### config.mk
export PLATFORM = sky130hd
export DESIGN_NAME = psd_decoder
export DESIGN_NICKNAME = d
export VERILOG_FILES = /design/src/inc/psd_pkg.sv /design/src/design/psd_decoder.sv /design/src/design/psd_fifo.sv /design/src/design/psd_period.sv
export VERILOG_INCLUDE_DIRS = /design/src /design/src/inc
export SDC_FILE = /design/constraint.sdc
export NUM_CORES = 1
export LEC_CHECK = 0
export BUFFER_PORTS_ARGS = -buffer_cell sky130_fd_sc_hd__buf_4
export CAP_MARGIN = 20
export CORE_ASPECT_RATIO = 0.8
export CORE_MARGIN = 2
export CORE_UTILIZATION = 50
export CTS_CLUSTER_DIAMETER = 80
export CTS_CLUSTER_SIZE = 14
export DETAILED_ROUTE_END_ITERATION = 6
export HOLD_SLACK_MARGIN = 0.1
export PLACE_DENSITY = 0.72
export SYNTH_ARGS = -nofsm -noshare
export SYNTH_HDL_FRONTEND = slang
export SYNTH_HIERARCHICAL = 1
export SYNTH_SLANG_ARGS = --single-unit
### constraint.sdc
create_clock -name CLK_SYS_I -period 8.1 [get_ports CLK_SYS_I]
set_input_delay 1.62 -clock CLK_SYS_I [delete_from_list [all_inputs] [get_ports CLK_SYS_I]]
set_output_delay 1.62 -clock CLK_SYS_I [all_outputs]
set_load 0.05 [all_outputs]
### src/inc/psd_regs.svh
// Constants of the sequence playback decoder: widths, encodings, depths.
// Assumes it is included by bare name into the package and design files.
`ifndef PSD_REGS_SVH
`define PSD_REGS_SVH
`define PSD_WORD_W      16
`define PSD_CMP_W       15
`define PSD_POL_BIT     15
`define PSD_CNT_W       15
`define PSD_DLY_W       24
`define PSD_LOOP_W      16
`define PSD_ADDR_W      32
`define PSD_ADDR_STEP   32'h0000_0002
`define PSD_CHANNELS    4
`define PSD_FIFO_DEPTH  4
`define PSD_LOAD_COMMON 2'h0
`define PSD_LOAD_GROUP  2'h1
`define PSD_LOAD_INDIV  2'h2
`define PSD_LOAD_WAVE   2'h3
`define PSD_TOP_RESET   15'h03e8
`endif

### src/inc/psd_pkg.sv
// Types shared by the sequence playback decoder files.
// Assumes psd_regs.svh is on the include path.
`include "psd_regs.svh"
package psd_pkg;
	typedef enum logic [2:0] {
		ST_IDLE = 3'h0,
		ST_LOAD = 3'h1,
		ST_PLAY = 3'h3,
		ST_GAP  = 3'h2,
		ST_HOLD = 3'h6
	} psd_state_t;
	typedef logic [`PSD_WORD_W-1:0] psd_word_t;
endpackage : psd_pkg

### src/design/psd_decoder.sv
// Sequence playback decoder: fetches duty words, chains sequences, drives compares.
// Assumes a single-beat read master with one read outstanding and synchronous inputs.
`timescale 1ns/1ps
`include "psd_regs.svh"
module psd_decoder (
	input  wire logic                   CLK_SYS_I,
	input  wire logic                   RST_N_I,
	input  wire logic [1:0]             PLAYBACK_LAUNCH_TASK_I,
	input  wire logic                   SINGLE_ADVANCE_TASK_I,
	input  wire logic                   STOP_TASK_I,
	input  wire logic [`PSD_ADDR_W-1:0] TABLE_START_POINTER_0_I,
	input  wire logic [`PSD_ADDR_W-1:0] TABLE_START_POINTER_1_I,
	input  wire logic [`PSD_CNT_W-1:0]  TABLE_WORD_COUNT_0_I,
	input  wire logic [`PSD_CNT_W-1:0]  TABLE_WORD_COUNT_1_I,
	input  wire logic [`PSD_DLY_W-1:0]  REFRESH_0_I,
	input  wire logic [`PSD_DLY_W-1:0]  REFRESH_1_I,
	input  wire logic [`PSD_DLY_W-1:0]  TAIL_GAP_PERIODS_0_I,
	input  wire logic [`PSD_DLY_W-1:0]  TAIL_GAP_PERIODS_1_I,
	input  wire logic [`PSD_LOOP_W-1:0] REPEAT_COUNT_I,
	input  wire logic                   MANUAL_ADVANCE_MODE_I,
	input  wire logic [1:0]             LOAD_MODE_I,
	input  wire logic [`PSD_CMP_W-1:0]  PERIOD_LIMIT_I,
	output logic                        DMA_RD_VALID_O,
	input  wire logic                   DMA_RD_READY_I,
	output logic [`PSD_ADDR_W-1:0]      DMA_ADDR_O,
	input  wire logic                   DMA_RDATA_VALID_I,
	output logic                        DMA_RDATA_READY_O,
	input  wire logic [`PSD_WORD_W-1:0] DMA_RDATA_I,
	output logic [`PSD_CMP_W-1:0]       COMPARE_0_O,
	output logic [`PSD_CMP_W-1:0]       COMPARE_1_O,
	output logic [`PSD_CMP_W-1:0]       COMPARE_2_O,
	output logic [`PSD_CMP_W-1:0]       COMPARE_3_O,
	output logic [`PSD_CHANNELS-1:0]    POLARITY_O,
	output logic [`PSD_CMP_W-1:0]       ACTIVE_TOP_O,
	output logic [`PSD_CMP_W-1:0]       PERIOD_COUNT_O,
	output logic                        RUNNING_O,
	output logic                        CYCLE_DONE_EVENT_O,
	output logic [1:0]                  PLAYBACK_BEGAN_EVENT_O,
	output logic [1:0]                  PLAYBACK_FINISHED_EVENT_O,
	output logic                        ALL_REPEATS_DONE_EVENT_O,
	output logic                        STOPPED_EVENT_O
);
	psd_pkg::psd_state_t st_reg, st_next;
	logic                   run_reg;
	logic                   seq_reg;
	logic [`PSD_ADDR_W-1:0] addr_reg;
	logic [`PSD_CNT_W-1:0]  fetch_left_reg;
	logic [`PSD_CNT_W-1:0]  apply_left_reg;
	logic [`PSD_DLY_W-1:0]  rep_reg;
	logic [`PSD_DLY_W-1:0]  gap_cfg_reg;
	logic [`PSD_DLY_W-1:0]  gap_left_reg;
	logic [`PSD_LOOP_W-1:0] loops_reg;
	logic                   first_reg;
	logic                   rd_pend_reg;
	logic [1:0]             start_pend_reg;
	logic                   stop_pend_reg;
	logic                   step_due_reg;
	logic [2:0]             stage_cnt_reg;
	logic                   val_rdy_reg;
	psd_pkg::psd_word_t     stage_reg [`PSD_CHANNELS];
	psd_pkg::psd_word_t     cmp_reg [`PSD_CHANNELS];
	logic [`PSD_CMP_W-1:0]  wave_top_reg;
	logic [1:0]             began_reg;
	logic [1:0]             fin_reg;
	logic                   done_reg;
	logic                   stopped_reg;

	// FIFO and period timer hookup
	wire                    fifo_in_ready;
	wire                    fifo_out_valid;
	psd_pkg::psd_word_t     fifo_out_data;
	wire                    cyc_done;
	logic                   launch;
	logic                   launch_seq;
	logic                   apply;
	logic                   restart;
	logic [`PSD_CMP_W-1:0]  top_src;

	// Words per applied value, by load mode
	wire       wave = (LOAD_MODE_I == `PSD_LOAD_WAVE);
	wire [2:0] wpl  = (LOAD_MODE_I == `PSD_LOAD_COMMON) ? 3'h1 :
	                  (LOAD_MODE_I == `PSD_LOAD_GROUP) ? 3'h2 : 3'h4;
	wire       more = (apply_left_reg >= `PSD_CNT_W'(wpl));
	wire       pop  = fifo_out_valid && !val_rdy_reg && !launch;
	wire       busy = (st_reg == psd_pkg::ST_LOAD) || (st_reg == psd_pkg::ST_PLAY);

	// Read master: one word in flight, only while the FIFO has room
	assign DMA_RD_VALID_O    = busy && fetch_left_reg != '0 && !rd_pend_reg && fifo_in_ready;
	assign DMA_ADDR_O        = addr_reg;
	assign DMA_RDATA_READY_O = fifo_in_ready;

	// Application moments
	wire first_load = (st_reg == psd_pkg::ST_LOAD) && !run_reg && val_rdy_reg;
	wire chain_load = (st_reg == psd_pkg::ST_LOAD) && run_reg && cyc_done && val_rdy_reg;
	wire play_adv   = (st_reg == psd_pkg::ST_PLAY) && cyc_done &&
	                  (MANUAL_ADVANCE_MODE_I ? step_due_reg : (rep_reg == '0));
	wire seq_over   = play_adv && !more;
	wire [`PSD_DLY_W-1:0] gap_eff = MANUAL_ADVANCE_MODE_I ? '0 : gap_cfg_reg;
	wire gap_end    = (seq_over && REPEAT_COUNT_I != '0 && gap_eff == '0) ||
	                  (st_reg == psd_pkg::ST_GAP && cyc_done && gap_left_reg <= `PSD_DLY_W'(1));
	wire last_loop  = (loops_reg + 1'b1 >= REPEAT_COUNT_I);
	wire stop_take  = stop_pend_reg && (cyc_done || !run_reg);
	wire start_take = (start_pend_reg != 2'h0) && !rd_pend_reg && !stop_take;

	// Previous value repeats when the next is not fetched yet
	assign apply   = first_load || chain_load || (play_adv && more && val_rdy_reg);
	assign restart = first_load;

	// Start task, or the chained sequence at a gap end
	always_comb begin
		launch     = 1'b0;
		launch_seq = 1'b0;
		if (start_take) begin
			launch     = 1'b1;
			launch_seq = start_pend_reg[1] && !start_pend_reg[0];
		end else if (gap_end && !stop_take) begin
			launch     = !(seq_reg && last_loop);
			launch_seq = !seq_reg;
		end
	end

	// Top source: RAM word in wave mode, else the limit input at wrap
	assign top_src = wave ? (apply ? stage_reg[3][`PSD_CMP_W-1:0] : wave_top_reg)
	                      : PERIOD_LIMIT_I;

	always_comb begin
		st_next = st_reg;
		if (stop_take) begin
			st_next = psd_pkg::ST_IDLE;
		end else if (launch) begin
			st_next = psd_pkg::ST_LOAD;
		end else if (gap_end) begin
			st_next = psd_pkg::ST_HOLD;
		end else if (apply) begin
			st_next = psd_pkg::ST_PLAY;
		end else if (seq_over) begin
			st_next = (REPEAT_COUNT_I == '0) ? psd_pkg::ST_HOLD : psd_pkg::ST_GAP;
		end else begin
			case (st_reg)
				psd_pkg::ST_IDLE,
				psd_pkg::ST_LOAD,
				psd_pkg::ST_PLAY,
				psd_pkg::ST_GAP,
				psd_pkg::ST_HOLD: st_next = st_reg;
				default:          st_next = psd_pkg::ST_IDLE;
			endcase
		end
	end

	psd_fifo #(
		.W(`PSD_WORD_W),
		.D(`PSD_FIFO_DEPTH)
	) u_fifo (
		.clk_i       (CLK_SYS_I),
		.rst_n_i     (RST_N_I),
		.flush_i     (launch),
		.in_valid_i  (DMA_RDATA_VALID_I),
		.in_ready_o  (fifo_in_ready),
		.in_data_i   (DMA_RDATA_I),
		.out_valid_o (fifo_out_valid),
		.out_ready_i (pop),
		.out_data_o  (fifo_out_data)
	);

	psd_period u_period (
		.clk_i     (CLK_SYS_I),
		.rst_n_i   (RST_N_I),
		.run_i     (run_reg),
		.restart_i (restart),
		.top_i     (top_src),
		.end_o     (cyc_done),
		.count_o   (PERIOD_COUNT_O),
		.top_o     (ACTIVE_TOP_O)
	);

	// Task capture and control state
	always_ff @(posedge CLK_SYS_I or negedge RST_N_I) begin
		if (!RST_N_I) begin
			st_reg         <= psd_pkg::ST_IDLE;
			run_reg        <= 1'b0;
			start_pend_reg <= 2'h0;
			stop_pend_reg  <= 1'b0;
			step_due_reg   <= 1'b0;
			loops_reg      <= '0;
		end else begin
			st_reg <= st_next;
			if (restart) begin
				run_reg <= 1'b1;
			end else if (stop_take) begin
				run_reg <= 1'b0;
			end
			start_pend_reg <= start_take ? PLAYBACK_LAUNCH_TASK_I
			                             : (start_pend_reg | PLAYBACK_LAUNCH_TASK_I);
			stop_pend_reg  <= STOP_TASK_I || (stop_pend_reg && !stop_take);
			if (SINGLE_ADVANCE_TASK_I && st_reg == psd_pkg::ST_PLAY) begin
				step_due_reg <= 1'b1;
			end else if (play_adv || launch) begin
				step_due_reg <= 1'b0;
			end
			if (start_take) begin
				loops_reg <= '0;
			end else if (gap_end && seq_reg) begin
				loops_reg <= loops_reg + 1'b1;
			end
		end
	end

	// Sequence capture, fetch and cadence counters
	always_ff @(posedge CLK_SYS_I or negedge RST_N_I) begin
		if (!RST_N_I) begin
			seq_reg        <= 1'b0;
			addr_reg       <= '0;
			fetch_left_reg <= '0;
			apply_left_reg <= '0;
			rep_reg        <= '0;
			gap_cfg_reg    <= '0;
			gap_left_reg   <= '0;
			first_reg      <= 1'b0;
			rd_pend_reg    <= 1'b0;
		end else begin
			if (launch) begin
				seq_reg        <= launch_seq;
				addr_reg       <= launch_seq ? TABLE_START_POINTER_1_I
				                             : TABLE_START_POINTER_0_I;
				fetch_left_reg <= launch_seq ? TABLE_WORD_COUNT_1_I : TABLE_WORD_COUNT_0_I;
				apply_left_reg <= launch_seq ? TABLE_WORD_COUNT_1_I : TABLE_WORD_COUNT_0_I;
				rep_reg        <= launch_seq ? REFRESH_1_I : REFRESH_0_I;
				gap_cfg_reg    <= launch_seq ? TAIL_GAP_PERIODS_1_I : TAIL_GAP_PERIODS_0_I;
				first_reg      <= 1'b1;
			end else begin
				if (DMA_RD_VALID_O && DMA_RD_READY_I) begin
					addr_reg       <= addr_reg + `PSD_ADDR_STEP;
					fetch_left_reg <= fetch_left_reg - 1'b1;
				end
				if (apply) begin
					apply_left_reg <= apply_left_reg - `PSD_CNT_W'(wpl);
					rep_reg        <= seq_reg ? REFRESH_1_I : REFRESH_0_I;
					gap_cfg_reg    <= seq_reg ? TAIL_GAP_PERIODS_1_I : TAIL_GAP_PERIODS_0_I;
					first_reg      <= 1'b0;
				end else if (st_reg == psd_pkg::ST_PLAY && cyc_done && rep_reg != '0) begin
					rep_reg <= rep_reg - 1'b1;
				end
				if (seq_over) begin
					gap_left_reg <= gap_eff;
				end else if (st_reg == psd_pkg::ST_GAP && cyc_done) begin
					gap_left_reg <= gap_left_reg - 1'b1;
				end
			end
			if (DMA_RD_VALID_O && DMA_RD_READY_I) begin
				rd_pend_reg <= 1'b1;
			end else if (DMA_RDATA_VALID_I && fifo_in_ready) begin
				rd_pend_reg <= 1'b0;
			end
		end
	end

	// Staging of one value's words
	always_ff @(posedge CLK_SYS_I or negedge RST_N_I) begin
		if (!RST_N_I) begin
			stage_cnt_reg <= '0;
			val_rdy_reg   <= 1'b0;
		end else if (launch || apply) begin
			stage_cnt_reg <= '0;
			val_rdy_reg   <= 1'b0;
		end else if (pop) begin
			stage_cnt_reg <= stage_cnt_reg + 1'b1;
			val_rdy_reg   <= (stage_cnt_reg + 1'b1 == wpl);
		end
	end

	always_ff @(posedge CLK_SYS_I) begin
		if (pop) begin
			stage_reg[stage_cnt_reg[1:0]] <= fifo_out_data;
		end
	end

	// Per-channel compare registers, routed by load mode
	genvar ch;
	generate
		for (ch = 0; ch < `PSD_CHANNELS; ch++) begin : g_ch
			wire [1:0] src = (LOAD_MODE_I == `PSD_LOAD_COMMON) ? 2'h0 :
			                 (LOAD_MODE_I == `PSD_LOAD_GROUP) ? 2'(ch / 2) : 2'(ch);
			wire       off = wave && (ch == `PSD_CHANNELS - 1);
			always_ff @(posedge CLK_SYS_I or negedge RST_N_I) begin
				if (!RST_N_I) begin
					cmp_reg[ch] <= '0;
				end else if (apply) begin
					cmp_reg[ch] <= off ? '0 : stage_reg[src];
				end
			end
			assign POLARITY_O[ch] = cmp_reg[ch][`PSD_POL_BIT];
		end
	endgenerate

	assign COMPARE_0_O = cmp_reg[0][`PSD_CMP_W-1:0];
	assign COMPARE_1_O = cmp_reg[1][`PSD_CMP_W-1:0];
	assign COMPARE_2_O = cmp_reg[2][`PSD_CMP_W-1:0];
	assign COMPARE_3_O = cmp_reg[3][`PSD_CMP_W-1:0];

	// Wave top and events
	always_ff @(posedge CLK_SYS_I or negedge RST_N_I) begin
		if (!RST_N_I) begin
			wave_top_reg <= `PSD_TOP_RESET;
			began_reg    <= 2'h0;
			fin_reg      <= 2'h0;
			done_reg     <= 1'b0;
			stopped_reg  <= 1'b0;
		end else begin
			if (apply && wave) begin
				wave_top_reg <= stage_reg[3][`PSD_CMP_W-1:0];
			end
			began_reg   <= (apply && first_reg) ? (seq_reg ? 2'h2 : 2'h1) : 2'h0;
			fin_reg     <= (apply && apply_left_reg < `PSD_CNT_W'(wpl) + `PSD_CNT_W'(wpl))
			               ? (seq_reg ? 2'h2 : 2'h1) : 2'h0;
			done_reg    <= gap_end && seq_reg && last_loop && !stop_take;
			stopped_reg <= stop_take;
		end
	end

	assign PLAYBACK_BEGAN_EVENT_O    = began_reg;
	assign PLAYBACK_FINISHED_EVENT_O = fin_reg;
	assign ALL_REPEATS_DONE_EVENT_O  = done_reg;
	assign STOPPED_EVENT_O           = stopped_reg;
	assign CYCLE_DONE_EVENT_O        = cyc_done;
	assign RUNNING_O                 = run_reg;
endmodule : psd_decoder

### src/design/psd_fifo.sv
// Small FIFO between the read master and the decoder.
// Assumes one clock; flush empties it in one cycle.
`timescale 1ns/1ps
module psd_fifo #(
	parameter int W = 16,
	parameter int D = 4
) (
	input  wire logic         clk_i,
	input  wire logic         rst_n_i,
	input  wire logic         flush_i,
	input  wire logic         in_valid_i,
	output logic              in_ready_o,
	input  wire logic [W-1:0] in_data_i,
	output logic              out_valid_o,
	input  wire logic         out_ready_i,
	output logic [W-1:0]      out_data_o
);
	localparam int AW = (D > 1) ? $clog2(D) : 1;
	logic [W-1:0] mem [D];
	logic [AW-1:0] wr_reg;
	logic [AW-1:0] rd_reg;
	logic [AW:0]   cnt_reg;
	wire push = in_valid_i && in_ready_o;
	wire pop  = out_valid_o && out_ready_i;
	assign in_ready_o  = (cnt_reg != (AW+1)'(D));
	assign out_valid_o = (cnt_reg != '0);
	assign out_data_o  = mem[rd_reg];
	always_ff @(posedge clk_i) begin
		if (push) begin
			mem[wr_reg] <= in_data_i;
		end
	end
	always_ff @(posedge clk_i or negedge rst_n_i) begin
		if (!rst_n_i) begin
			wr_reg  <= '0;
			rd_reg  <= '0;
			cnt_reg <= '0;
		end else if (flush_i) begin
			wr_reg  <= '0;
			rd_reg  <= '0;
			cnt_reg <= '0;
		end else begin
			if (push) begin
				wr_reg <= (wr_reg == AW'(D-1)) ? '0 : wr_reg + 1'b1;
			end
			if (pop) begin
				rd_reg <= (rd_reg == AW'(D-1)) ? '0 : rd_reg + 1'b1;
			end
			cnt_reg <= cnt_reg + (AW+1)'(push) - (AW+1)'(pop);
		end
	end
endmodule : psd_fifo

### src/design/psd_period.sv
// Period timer: counts one PWM period and marks its last cycle.
// Assumes top is sampled only at restart and at each period wrap.
`timescale 1ns/1ps
`include "psd_regs.svh"
module psd_period (
	input  wire logic                 clk_i,
	input  wire logic                 rst_n_i,
	input  wire logic                 run_i,
	input  wire logic                 restart_i,
	input  wire logic [`PSD_CMP_W-1:0] top_i,
	output logic                      end_o,
	output logic [`PSD_CMP_W-1:0]     count_o,
	output logic [`PSD_CMP_W-1:0]     top_o
);
	logic [`PSD_CMP_W-1:0] cnt_reg;
	logic [`PSD_CMP_W-1:0] top_reg;
	assign end_o   = run_i && !restart_i && (top_reg == '0 || cnt_reg >= top_reg - 1'b1);
	assign count_o = cnt_reg;
	assign top_o   = top_reg;
	always_ff @(posedge clk_i or negedge rst_n_i) begin
		if (!rst_n_i) begin
			cnt_reg <= '0;
			top_reg <= `PSD_TOP_RESET;
		end else if (restart_i || end_o) begin
			cnt_reg <= '0;
			top_reg <= top_i;
		end else if (run_i) begin
			cnt_reg <= cnt_reg + 1'b1;
		end
	end
endmodule : psd_period

==> results of run 1 <==
==> per-layer routing <==
metal,track usage [%],part of all wire [%],vias to the layer above
met5,0,0.029,-
met4,8.11,2.3,4
met3,6.05,8.3,116
met2,43.9,46,804
met1,40.8,43,9520
li1,-,-,8743
==> cell families (layout without fill, tap and decap cells) <==
| kind of cell | after synthesis | count (layout) | synth area share (%) |
|---|---|---|---|
| AOI/OAI and AO/OA | 453 | 453 | 13.6 |
| xor gates and xnor gates | 125 | 125 | 4.80 |
| adders and majority gates | 59 | 59 | 3.30 |
| buffers and inverters | 187 | 521 | 3.41 |
| DFF | 415 | 415 | 48.4 |
| muxes | 199 | 199 | 9.70 |
| other | 0 | 4 | 0 |
| and+or+nand+nor | 749 | 749 | 16.8 |
==> stage by stage <==
step | setup TNS, ns | worst slack, ns
global placement | 0 | 0.836
detailed placement | 0 | 0.457
CTS | 0 | 0.447
finish | 0 | 0.580
floorplan | 0 | 0.719
global route | -0.0354 | -0.0354
==> cell usage after synthesis, types with 5 or more instances <==
| cell type | count | area share [%] |
|---|---|---|
| a2111oi_0 | 5 | 0.19 |
| a211oi_1 | 11 | 0.36 |
| a21boi_0 | 27 | 0.89 |
| a21o_1 | 6 | 0.20 |
| a21oi_1 | 95 | 2.1 |
| a221o_1 | 24 | 1.1 |
| a221oi_1 | 24 | 0.92 |
| a31o_2 | 11 | 0.42 |
| a31oi_1 | 46 | 1.3 |
| and2_1 | 23 | 0.63 |
| and3_1 | 38 | 1.0 |
| and4_1 | 8 | 0.31 |
| buf_1 | 7 | 0.12 |
| buf_2 | 31 | 0.68 |
| clkbuf_1 | 92 | 1.5 |
| dfrtp_1 | 275 | 30 |
| dfstp_2 | 12 | 1.4 |
| edfxtp_1 | 128 | 17 |
| ha_1 | 57 | 3.1 |
| inv_1 | 46 | 0.76 |
| mux2_2 | 17 | 0.84 |
| mux2i_1 | 166 | 7.3 |
| mux4_2 | 16 | 1.6 |
| nand2_1 | 190 | 3.1 |
| nand2b_1 | 10 | 0.27 |
| nand3_1 | 73 | 1.6 |
| nand3b_1 | 22 | 0.72 |
| nand4_1 | 26 | 0.71 |
| nor2_1 | 151 | 2.5 |
| nor2b_1 | 12 | 0.33 |
| nor3_1 | 64 | 1.4 |
| nor3b_1 | 12 | 0.39 |
| nor4_1 | 41 | 1.1 |
| o2111ai_1 | 12 | 0.46 |
| o211ai_1 | 34 | 1.1 |
| o21ai_0 | 94 | 2.1 |
| o2bb2ai_1 | 6 | 0.23 |
| o31ai_1 | 17 | 0.56 |
| or2_2 | 11 | 0.30 |
| or3_1 | 24 | 0.66 |
| or4_1 | 17 | 0.56 |
| xnor2_1 | 65 | 2.5 |
| xor2_1 | 60 | 2.3 |
==> path summary, 6_finish.rpt <==
path,start,end,cells after the start
worst max-delay path,u_period/top_o[0],u_fifo/cnt_reg[2],27
min in group asynchronous,RST_N_I,gap_cfg_reg[11],1
max in group asynchronous,RST_N_I,u_period/top_o[11],2
worst min register to register,stop_pend_reg,stop_pend_reg,1
worst min-delay path,stop_pend_reg,stop_pend_reg,1
worst max register to register,u_period/top_o[0],u_fifo/cnt_reg[2],27
==> critical path, delay by kind of cell, from the launching register on <==
family,cells,cell delay [ns]
simple gates,11,3.76
fa+ha+maj,5,1.37
compound gates,5,1.28
flops,1,0.39
buf+inv,4,0.33
xor+xnor,2,0.28
==> power by group <==
group | leakage, nW | total [mW] | switching, mW | internal (mW)
clock | 0.474 | 1.60 | 0.792 | 0.812
sequential | 4.69 | 3.53 | 0.619 | 2.91
combinational | 6.74 | 3.96 | 2.50 | 1.46
total | 11.9 | 9.09 | 3.91 | 5.18
==> timing repair <==
item,in CTS,in global routing
endpoints found under the setup margin,0,2
hold endpoints to repair,0,0
gates resized for setup,0,2
hold buffers,0,0
==> final cells by class <==
cell class                      instances  area [um^2]  area share, %
Multi-Input combinational cell       1585        11100           40.7
Antenna cell                            4         10.0         0.0367
Tap cell                              603          754           2.77
Inverter                               49          184          0.675
Clock buffer                           51          936           3.44
Sequential cell                       415        11000           40.5
Timing Repair Buffer                  417         3180           11.7
Clock inverter                          4         56.3          0.207
==> impl_metrics.py, run 1 <==
metrics = {
    "status": {
        "status": "finished, violations left",
        "violations": "DRC",
    },
    "layout": {
        "fin_nets": 2810,
        "final_core_util_pct": 60.9,
        "finalNonFillerCells": 3128,
        "final_common_cell": "buf_4",
        "most-common-layout-cells": "412 x buf_4, 274 x dfrtp_1, 190 x nand2_1",
        "drive_gt1_share_pct": 22.2,
        "n_fill_cell": 3760,
        "final_cell_area_um2": 27200,
        "area_growth_pct": 19.3,
    },
    "timing": {
        "period_needed_ns": 7.52,
        "clock_skew_ns": 0.0253,
        "finalHoldViolations": 0,
        "fin_crit_sh_pct": 92.8,
        "relSlewSlack_pct": 26.8,
        "setup_viol": 0,
        "drv_slew": 0,
        "hold_slack_ns": 0.475,
        "max_freq_mhz": 133,
        "tightest_slew_ns": 1.09,
    },
    "drt": {
        "vias": 19187,
        "drt_iter0_markers": 1768,
        "finalWirelength_mm": 68.6,
        "drc": 1,
        "ant_nets": 0,
        "drt_pass1_iterations": 7,
        "vias_per_cell": 6.13,
        "routedWlPerCell_um": 21.9,
    },
    "yosys": {
        "synthesis.nets": 2494,
        "ys_seq_elements": 415,
        "synth_edf_count": 128,
        "syn-mean-instance-area_um2": 10.4,
        "synthArstFlopShare_pct": 69.2,
        "ys_seq_area_share_pct": 48.4,
        "netlist_instances": 2187,
        "syn_area_um2": 22800,
        "ys.flop_type": "dfrtp_1",
        "synth_cell_types": 87,
        "yosysWarnings": 6,
    },
    "global_routing": {
        "grt.total_usage_pct": 28.5,
        "grt_first_pass_wirelength_mm": 107,
        "overflow": 0,
        "grt_pass1_vias": 18640,
        "antenna_found_initial": 6,
        "grt_max_degree": 132,
    },
    "power_and_ir_drop": {
        "pwr_density_cell_nw_per_um2": 334,
        "max-vdd-ir-drop_uv": 235,
        "power_leakage_nw": 11.9,
        "total_power_mw": 9.09,
    },
    "cts": {
        "post_cts_buffers": 0,
        "root_buffer": "clkbuf_16",
        "cts_max_path_buffers": 3,
        "cts_tree": "yes",
        "path_clk_slew_ns": 0.07,
        "cts-htree-levels": 2,
        "numCtsBuffers": 35,
        "clk_latency_ns": 0.58,
        "clock-sinks": 415,
    },
    "critical_path": {
        "endpoint_kind": "flop",
        "worst_path_max_delay_cell": "and2_0",
        "crit_type": "flop to flop",
        "cp_max_fo": 16,
        "startpoint_type": "flop",
        "reg2reg_slack_ns": 0.58,
        "slowest_delay_ns": 0.68,
        "crit_arrival_ns": 8.00,
        "cp.required_ns": 8.58,
    },
    "floorplan": {
        "die_w_um": 243,
        "die_area_um2": 47400,
        "rows": 69,
        "start_util_pct": 51.0,
        "io_pins": 384,
        "core_area_um2": 44700,
        "die_h_um": 195,
    },
    "place": {
        "gp_congestion": 0.895,
        "dp_hpwl_mm": 48.2,
        "detailed_place.area_um2": 26200,
        "port_buffers": 383,
        "dp_cells": 3066,
    },
    "job": {
        "maxCapViolCount": 0,
    },
    "hold_path": {
        "hp-class": "flop to flop",
    },
}
(Power assumes the default switching activity.)
==> run 2, diff against run 1 <==
CELL_PAD_IN_SITES_DETAIL_PLACEMENT = 0   (was default)
CELL_PAD_IN_SITES_GLOBAL_PLACEMENT = 1   (was default)
CORE_UTILIZATION = 45   (was 50)
PLACE_DENSITY = default   (was 0.72)
PLACE_DENSITY_LB_ADDON = 0.1   (was default)
==> run 2 against run 1 <==
Net effect: the flow now finishes without violations; final area rose by 0.61%; combinational power barely moved; sequential power barely moved; worst hold slack got worse by 0.0048 ns; largest cell class unchanged; highest routed layer unchanged.
==> impl_metrics.py, run 2 (synthesized netlist as in run 1, its figures left out) <==
metrics = {
    "floorplan": {
        "die_area_um2": 52600,
        "io_pins": 384,
        "start_util_pct": 45.8,
        "die_h_um": 205,
        "rows": 73,
        "core_area_um2": 49900,
        "die_w_um": 256,
    },
    "timing": {
        "rsz0062_at_grt": "no",
        "setup_viol": 0,
        "clock_skew_ns": 0.0191,
        "relSlewSlack_pct": 28.2,
        "fin_crit_sh_pct": 92.2,
        "period_needed_ns": 7.47,
        "drv_slew": 0,
        "tightest_slew_ns": 1.08,
        "tns_ns": 0,
        "max_freq_mhz": 134,
        "finalHoldViolations": 0,
    },
    "drt": {
        "ant_nets": 0,
        "vias": 18511,
        "vias_per_cell": 5.77,
        "drt_iter0_markers": 1407,
        "wl_met1_mm": 33.8,
        "drt_pass1_iterations": 5,
        "topRoutingLayerUsed": "met5",
        "finalWirelength_mm": 68.8,
        "drc": 0,
        "route.met2.wl_mm": 29.7,
        "routedWlPerCell_um": 21.4,
        "wl_met3_mm": 4.22,
    },
    "cts": {
        "clk_latency_ns": 0.56,
        "path_clk_slew_ns": 0.07,
        "numCtsBuffers": 36,
        "root_buffer": "clkbuf_16",
        "clock-sinks": 415,
        "cts_max_path_buffers": 3,
        "cts_tree": "yes",
        "cts-htree-levels": 2,
    },
    "global_routing": {
        "antenna_found_initial": 5,
        "grt_max_degree": 163,
        "grt_pass1_vias": 17983,
        "grt.total_usage_pct": 25.8,
        "grt_first_pass_wirelength_mm": 107,
        "overflow": 0,
    },
    "critical_path": {
        "endpoint_kind": "flop",
        "cp.required_ns": 8.57,
        "cp_max_fo": 16,
        "crit_type": "flop to flop",
        "reg2reg_slack_ns": 0.63,
        "crit_arrival_ns": 7.94,
        "startpoint_type": "flop",
    },
    "power_and_ir_drop": {
        "max-vdd-ir-drop_uv": 203,
        "total_power_mw": 9.12,
        "pwr_density_cell_nw_per_um2": 333,
        "power_leakage_nw": 12.0,
    },
    "hold_path": {
        "hp-class": "flop to flop",
    },
    "layout": {
        "fin_nets": 2813,
        "drive_gt1_share_pct": 22.3,
        "most-common-layout-cells": "412 x buf_4, 274 x dfrtp_1, 190 x nand2_1",
        "final_common_cell": "buf_4",
        "area_growth_pct": 20.1,
    },
    "place": {
        "gp_congestion": 0.872,
        "port_buffers": 383,
        "dp_hpwl_mm": 48.4,
    },
    "job": {
        "maxCapViolCount": 0,
    },
    "status": {
        "status": "finished, final reports clean",
    },
}
run 2: worst paths after layout:
path                                   start                 to  depth (start not counted)
hold reg to reg               COMPARE_0_O[4]     COMPARE_0_O[4]                          2
setup / recovery           u_period/top_o[0]  u_fifo/cnt_reg[2]                         27
min in group asynchronous            RST_N_I        rep_reg[10]                          1
max in group asynchronous            RST_N_I  u_period/top_o[4]                          2
setup reg to reg           u_period/top_o[0]  u_fifo/cnt_reg[2]                         27
hold / removal                COMPARE_0_O[4]     COMPARE_0_O[4]                          2
run 2: metal layers:
metal  vias to the layer above  track usage, %
li1                       8777               -
met4                         6            5.72
met5                         -               0
met2                       561            38.5
met1                      9095            38.9
met3                        72            4.85
run 2: report_power, final:
group,leakage (nW),switching (mW),internal (mW),total [mW]
Clock,0.505,0.802,0.864,1.67
Combinational,6.76,2.46,1.46,3.93
Sequential,4.69,0.616,2.91,3.52
run 2: repair_timing:
| item | in CTS | in global routing |
|---|---|---|
| endpoints found under the setup margin | 0 | 2 |
| hold buffers | 0 | 0 |
| buffers inserted | 0 | 0 |
| resized for setup | 0 | 2 |
run 2: critical path, stage by stage (launching register included):
cell and delay (ns):
dfrtp_1 0.40, inv_1 0.14, ha_1 0.23, or4b_1 0.54
nor4_4 0.31, xnor2_1 0.11, ha_1 0.31, nand4_1 0.13
o41ai_1 0.49, a211o_2 0.38, o31a_4 0.31, nor2b_2 0.40
nor4bb_1 0.46, nand4_1 0.16, nor4_2 0.56, a31oi_2 0.22
a211o_2 0.39, and3_1 0.22, o31ai_1 0.16, inv_1 0.09
ha_1 0.28, inv_1 0.06, ha_1 0.14, inv_1 0.05
fa_1 0.39, xor2_1 0.16, and2_1 0.15, nor3_1 0.12
run 2: through the flow:
stage	setup WS (ns)	hold slack, ns	cells	util (%)	instance area [um^2]
6_report	0.628	0.470	3208	55.0	27400
5_1_grt	0.0161	0.495	3206	54.9	27400
4_1_cts	0.233	0.474	3200	54.8	27300
3_5_place_dp	0.266	0.459	3139	52.7	26300
3_3_place_gp	0.679	0.454	3138	52.7	26300
2_1_floorplan	0.719	0.441	2187	-	22800
run 2: layout make-up:
type / instances / area (um^2)
flip-flops and latches: 415 / 11000
repair buffers: 419 / 3200
clock inverters: 4 / 37.5
diodes: 4 / 10.0
fillers: 4494 / 22500
clock buffers: 57 / 1010
multi-input cells: 1585 / 11100
well taps: 675 / 845
inverters: 49 / 184
==> run 3, diff against run 2 <==
ABC_AREA = 1   (was default)
CAP_MARGIN = default   (was 20)
CORE_MARGIN = default   (was 2)
CORE_UTILIZATION = 43   (was 45)
==> run 3 against run 2 <==
Net effect: via count rose by 14%; fmax grew 21%; setup slack improved by 1.3 ns; die area rose by 6.9%; utilization is 3.3 points lower; register-to-register slack better by 1.3 ns.
==> impl_metrics.py, run 3 <==
metrics = {
    "yosys": {
        "synth_top_area_share_pct": 29.0,
        "ys.flop_type": "dfrtp_1",
        "netlist_instances": 2952,
        "synth.most_common_cell": "nand2_1",
        "synth_cell_types": 61,
        "synth_area_leaders": "dfrtp_1 29%, edfxtp_1 16%, nand2_1 13%",
        "syn_area_um2": 23800,
        "syn-mean-instance-area_um2": 8.05,
        "yosys-mux-area-fraction_pct": 0.0843,
        "synthesis.nets": 3259,
        "ys_seq_area_share_pct": 46.5,
        "synth_xor_area_share_pct": 4.06,
        "synth_compound_area_share_pct": 11.5,
        "synth_edf_count": 128,
        "synth_top_family_by_area": "simple AND/OR/NAND/NOR gates",
        "synthArstFlopShare_pct": 69.2,
        "synth.largest_area_cell": "dfrtp_1",
        "synth_common_cells": "797 x nand2_1, 297 x inv_1, 285 x nand3_1, 275 x dfrtp_1, 247 x nor2_1",
        "yosys.area_share.simple_pct": 26.3,
        "ys_seq_elements": 415,
        "yosysWarnings": 6,
        "synthAdderAreaFrac_pct": 3.17,
    },
    "cts": {
        "root_buffer": "clkbuf_16",
        "cts_tree": "yes",
        "ctsHoldBuffers": 0,
        "path_clk_slew_ns": 0.07,
        "post_cts_buffers": 0,
        "numCtsBuffers": 36,
        "clk_latency_ns": 0.56,
        "cts_max_path_buffers": 3,
        "cts_resized": 0,
        "cts-htree-levels": 2,
        "clock-sinks": 415,
    },
    "drt": {
        "ant_nets": 0,
        "drt_iter0_markers": 1640,
        "finalWirelength_mm": 73.4,
        "vias_per_cell": 5.31,
        "drt_pass1_iterations": 7,
        "drc": 0,
        "vias": 21145,
        "routedWlPerCell_um": 18.4,
    },
    "layout": {
        "final_common_cell": "nand2_1",
        "area_growth_pct": 18.0,
        "most-common-layout-cells": "795 x nand2_1, 405 x buf_4, 296 x inv_1",
        "final_cell_area_um2": 28000,
        "fin_nets": 3562,
        "drive_gt1_share_pct": 16.7,
    },
    "critical_path": {
        "startpoint_type": "flop",
        "crit_arrival_ns": 6.65,
        "worst_path_max_delay_cell": "nand2_4",
        "slowest_delay_ns": 0.91,
        "cp.required_ns": 8.60,
        "endpoint_kind": "flop",
        "path_common_cell": "nand2_1",
        "cp_max_fo": 101,
        "crit_type": "flop to flop",
    },
    "global_routing": {
        "met1_usage_pct": 37.2,
        "overflow": 0,
        "antenna_found_initial": 3,
        "gr-usage-met2_pct": 41.8,
        "grt_pass1_vias": 20244,
        "grt_max_degree": 166,
        "met3_usage_pct": 3.17,
        "gr-max-usage-layer": "met2",
        "grt.total_usage_pct": 25.9,
        "grt_first_pass_wirelength_mm": 115,
    },
    "timing": {
        "period_needed_ns": 6.15,
        "tightest_slew_ns": 1.22,
        "relSlewSlack_pct": 18.4,
        "max_freq_mhz": 162,
        "finalHoldViolations": 0,
        "tns_ns": 0,
        "clock_skew_ns": 0.0129,
        "setup_viol": 0,
        "drv_slew": 0,
        "rsz0062_at_grt": "no",
        "fin_crit_sh_pct": 76.0,
    },
    "job": {
        "maxCapViolCount": 0,
    },
    "floorplan": {
        "io_pins": 384,
        "die_h_um": 212,
        "die_w_um": 265,
        "start_util_pct": 43.8,
        "die_area_um2": 56200,
        "rows": 76,
        "core_area_um2": 54200,
    },
    "status": {
        "status": "finished, final reports clean",
    },
    "power_and_ir_drop": {
        "pwr_density_cell_nw_per_um2": 368,
        "power_leakage_nw": 13.4,
        "total_power_mw": 10.3,
        "max-vdd-ir-drop_uv": 220,
    },
    "place": {
        "port_buffers": 383,
        "detailed_place.area_um2": 26900,
        "dp_hpwl_mm": 52.1,
        "gp_congestion": 0.889,
    },
    "hold_path": {
        "hp-class": "flop to flop",
    },
}
[run 3: cell count changes in the layout (fill, tap and decap cells not counted), sizes merged, moves of 45 or more]
| cell | previous run | this run |
|---|---|---|
| nand2 | 191 | 806 |
| inv | 51 | 311 |
| nand3 | 73 | 290 |
| mux2i | 166 | 2 |
| o21ai | 95 | 211 |
| nor2 | 153 | 262 |
| o211ai | 34 | 79 |
[run 3: metal layers]
metal	part of all wire, %	vias to the layer above
li1	-	10318
met1	46	10181
met2	46	570
met3	5.7	76
met4	1.9	0
met5	0	-
[run 3: cell type report]
class	instances	area (um^2)
clock buffers	53	975
repair buffers	407	3080
clock inverters	7	118
multi-input cells	2082	10700
inverters	313	1180
fillers	5237	26200
diodes	3	7.51
flip-flops and latches	415	11000
well taps	702	878
[run 3: path summary, 6_finish.rpt]
check,startpoint,to,slack (ns),depth (start not counted)
worst min register to register,COMPARE_3_O[3],COMPARE_3_O[3],0.49,2
max in group asynchronous,RST_N_I,u_fifo/cnt_reg[0],5.69,2
worst min-delay path,COMPARE_3_O[3],COMPARE_3_O[3],0.49,2
min in group asynchronous,RST_N_I,loops_reg[13],1.02,1
worst max-delay path,u_period/top_o[0],fetch_left_reg[2],1.95,31
worst max register to register,u_period/top_o[0],fetch_left_reg[2],1.95,31
[run 3: critical path: cells and delay by family (launching register included)]
| family | cells | cell delay (ns) |
|---|---|---|
| fa+ha+maj | 2 | 0.51 |
| buf+inv | 7 | 1.35 |
| flops | 1 | 0.39 |
| simple gates | 19 | 3.32 |
| compound gates | 3 | 0.44 |
[run 3: cell families after synthesis]
group                    count (synthesis)
multiplexers                             2
flip-flops                             415
buffers and inverters                  455
AND/OR/NAND/NOR                       1455
adder cells (fa/ha/maj)                 59
AO/OA/AOI/OAI                          456
XOR/XNOR                               110
[run 3: metrics by stage]
step | hold slack, ns | cells | setup WS [ns] | utilization, %
after floorplan | 0.462 | 2952 | 2.31 | -
after global placement | 0.470 | 3919 | 1.61 | 49.7
after detailed placement | 0.475 | 3919 | 1.56 | 49.7
after CTS | 0.494 | 3979 | 1.84 | 51.7
after global routing | 0.524 | 3982 | 1.39 | 51.7
final | 0.488 | 3982 | 1.95 | 51.7
[run 3: power by group]
| part | internal, mW | switching (mW) |
|---|---|---|
| Sequential | 2.98 | 0.653 |
| Clock | 0.908 | 0.810 |
| Combinational | 1.50 | 3.46 |
| Total | 5.39 | 4.92 |
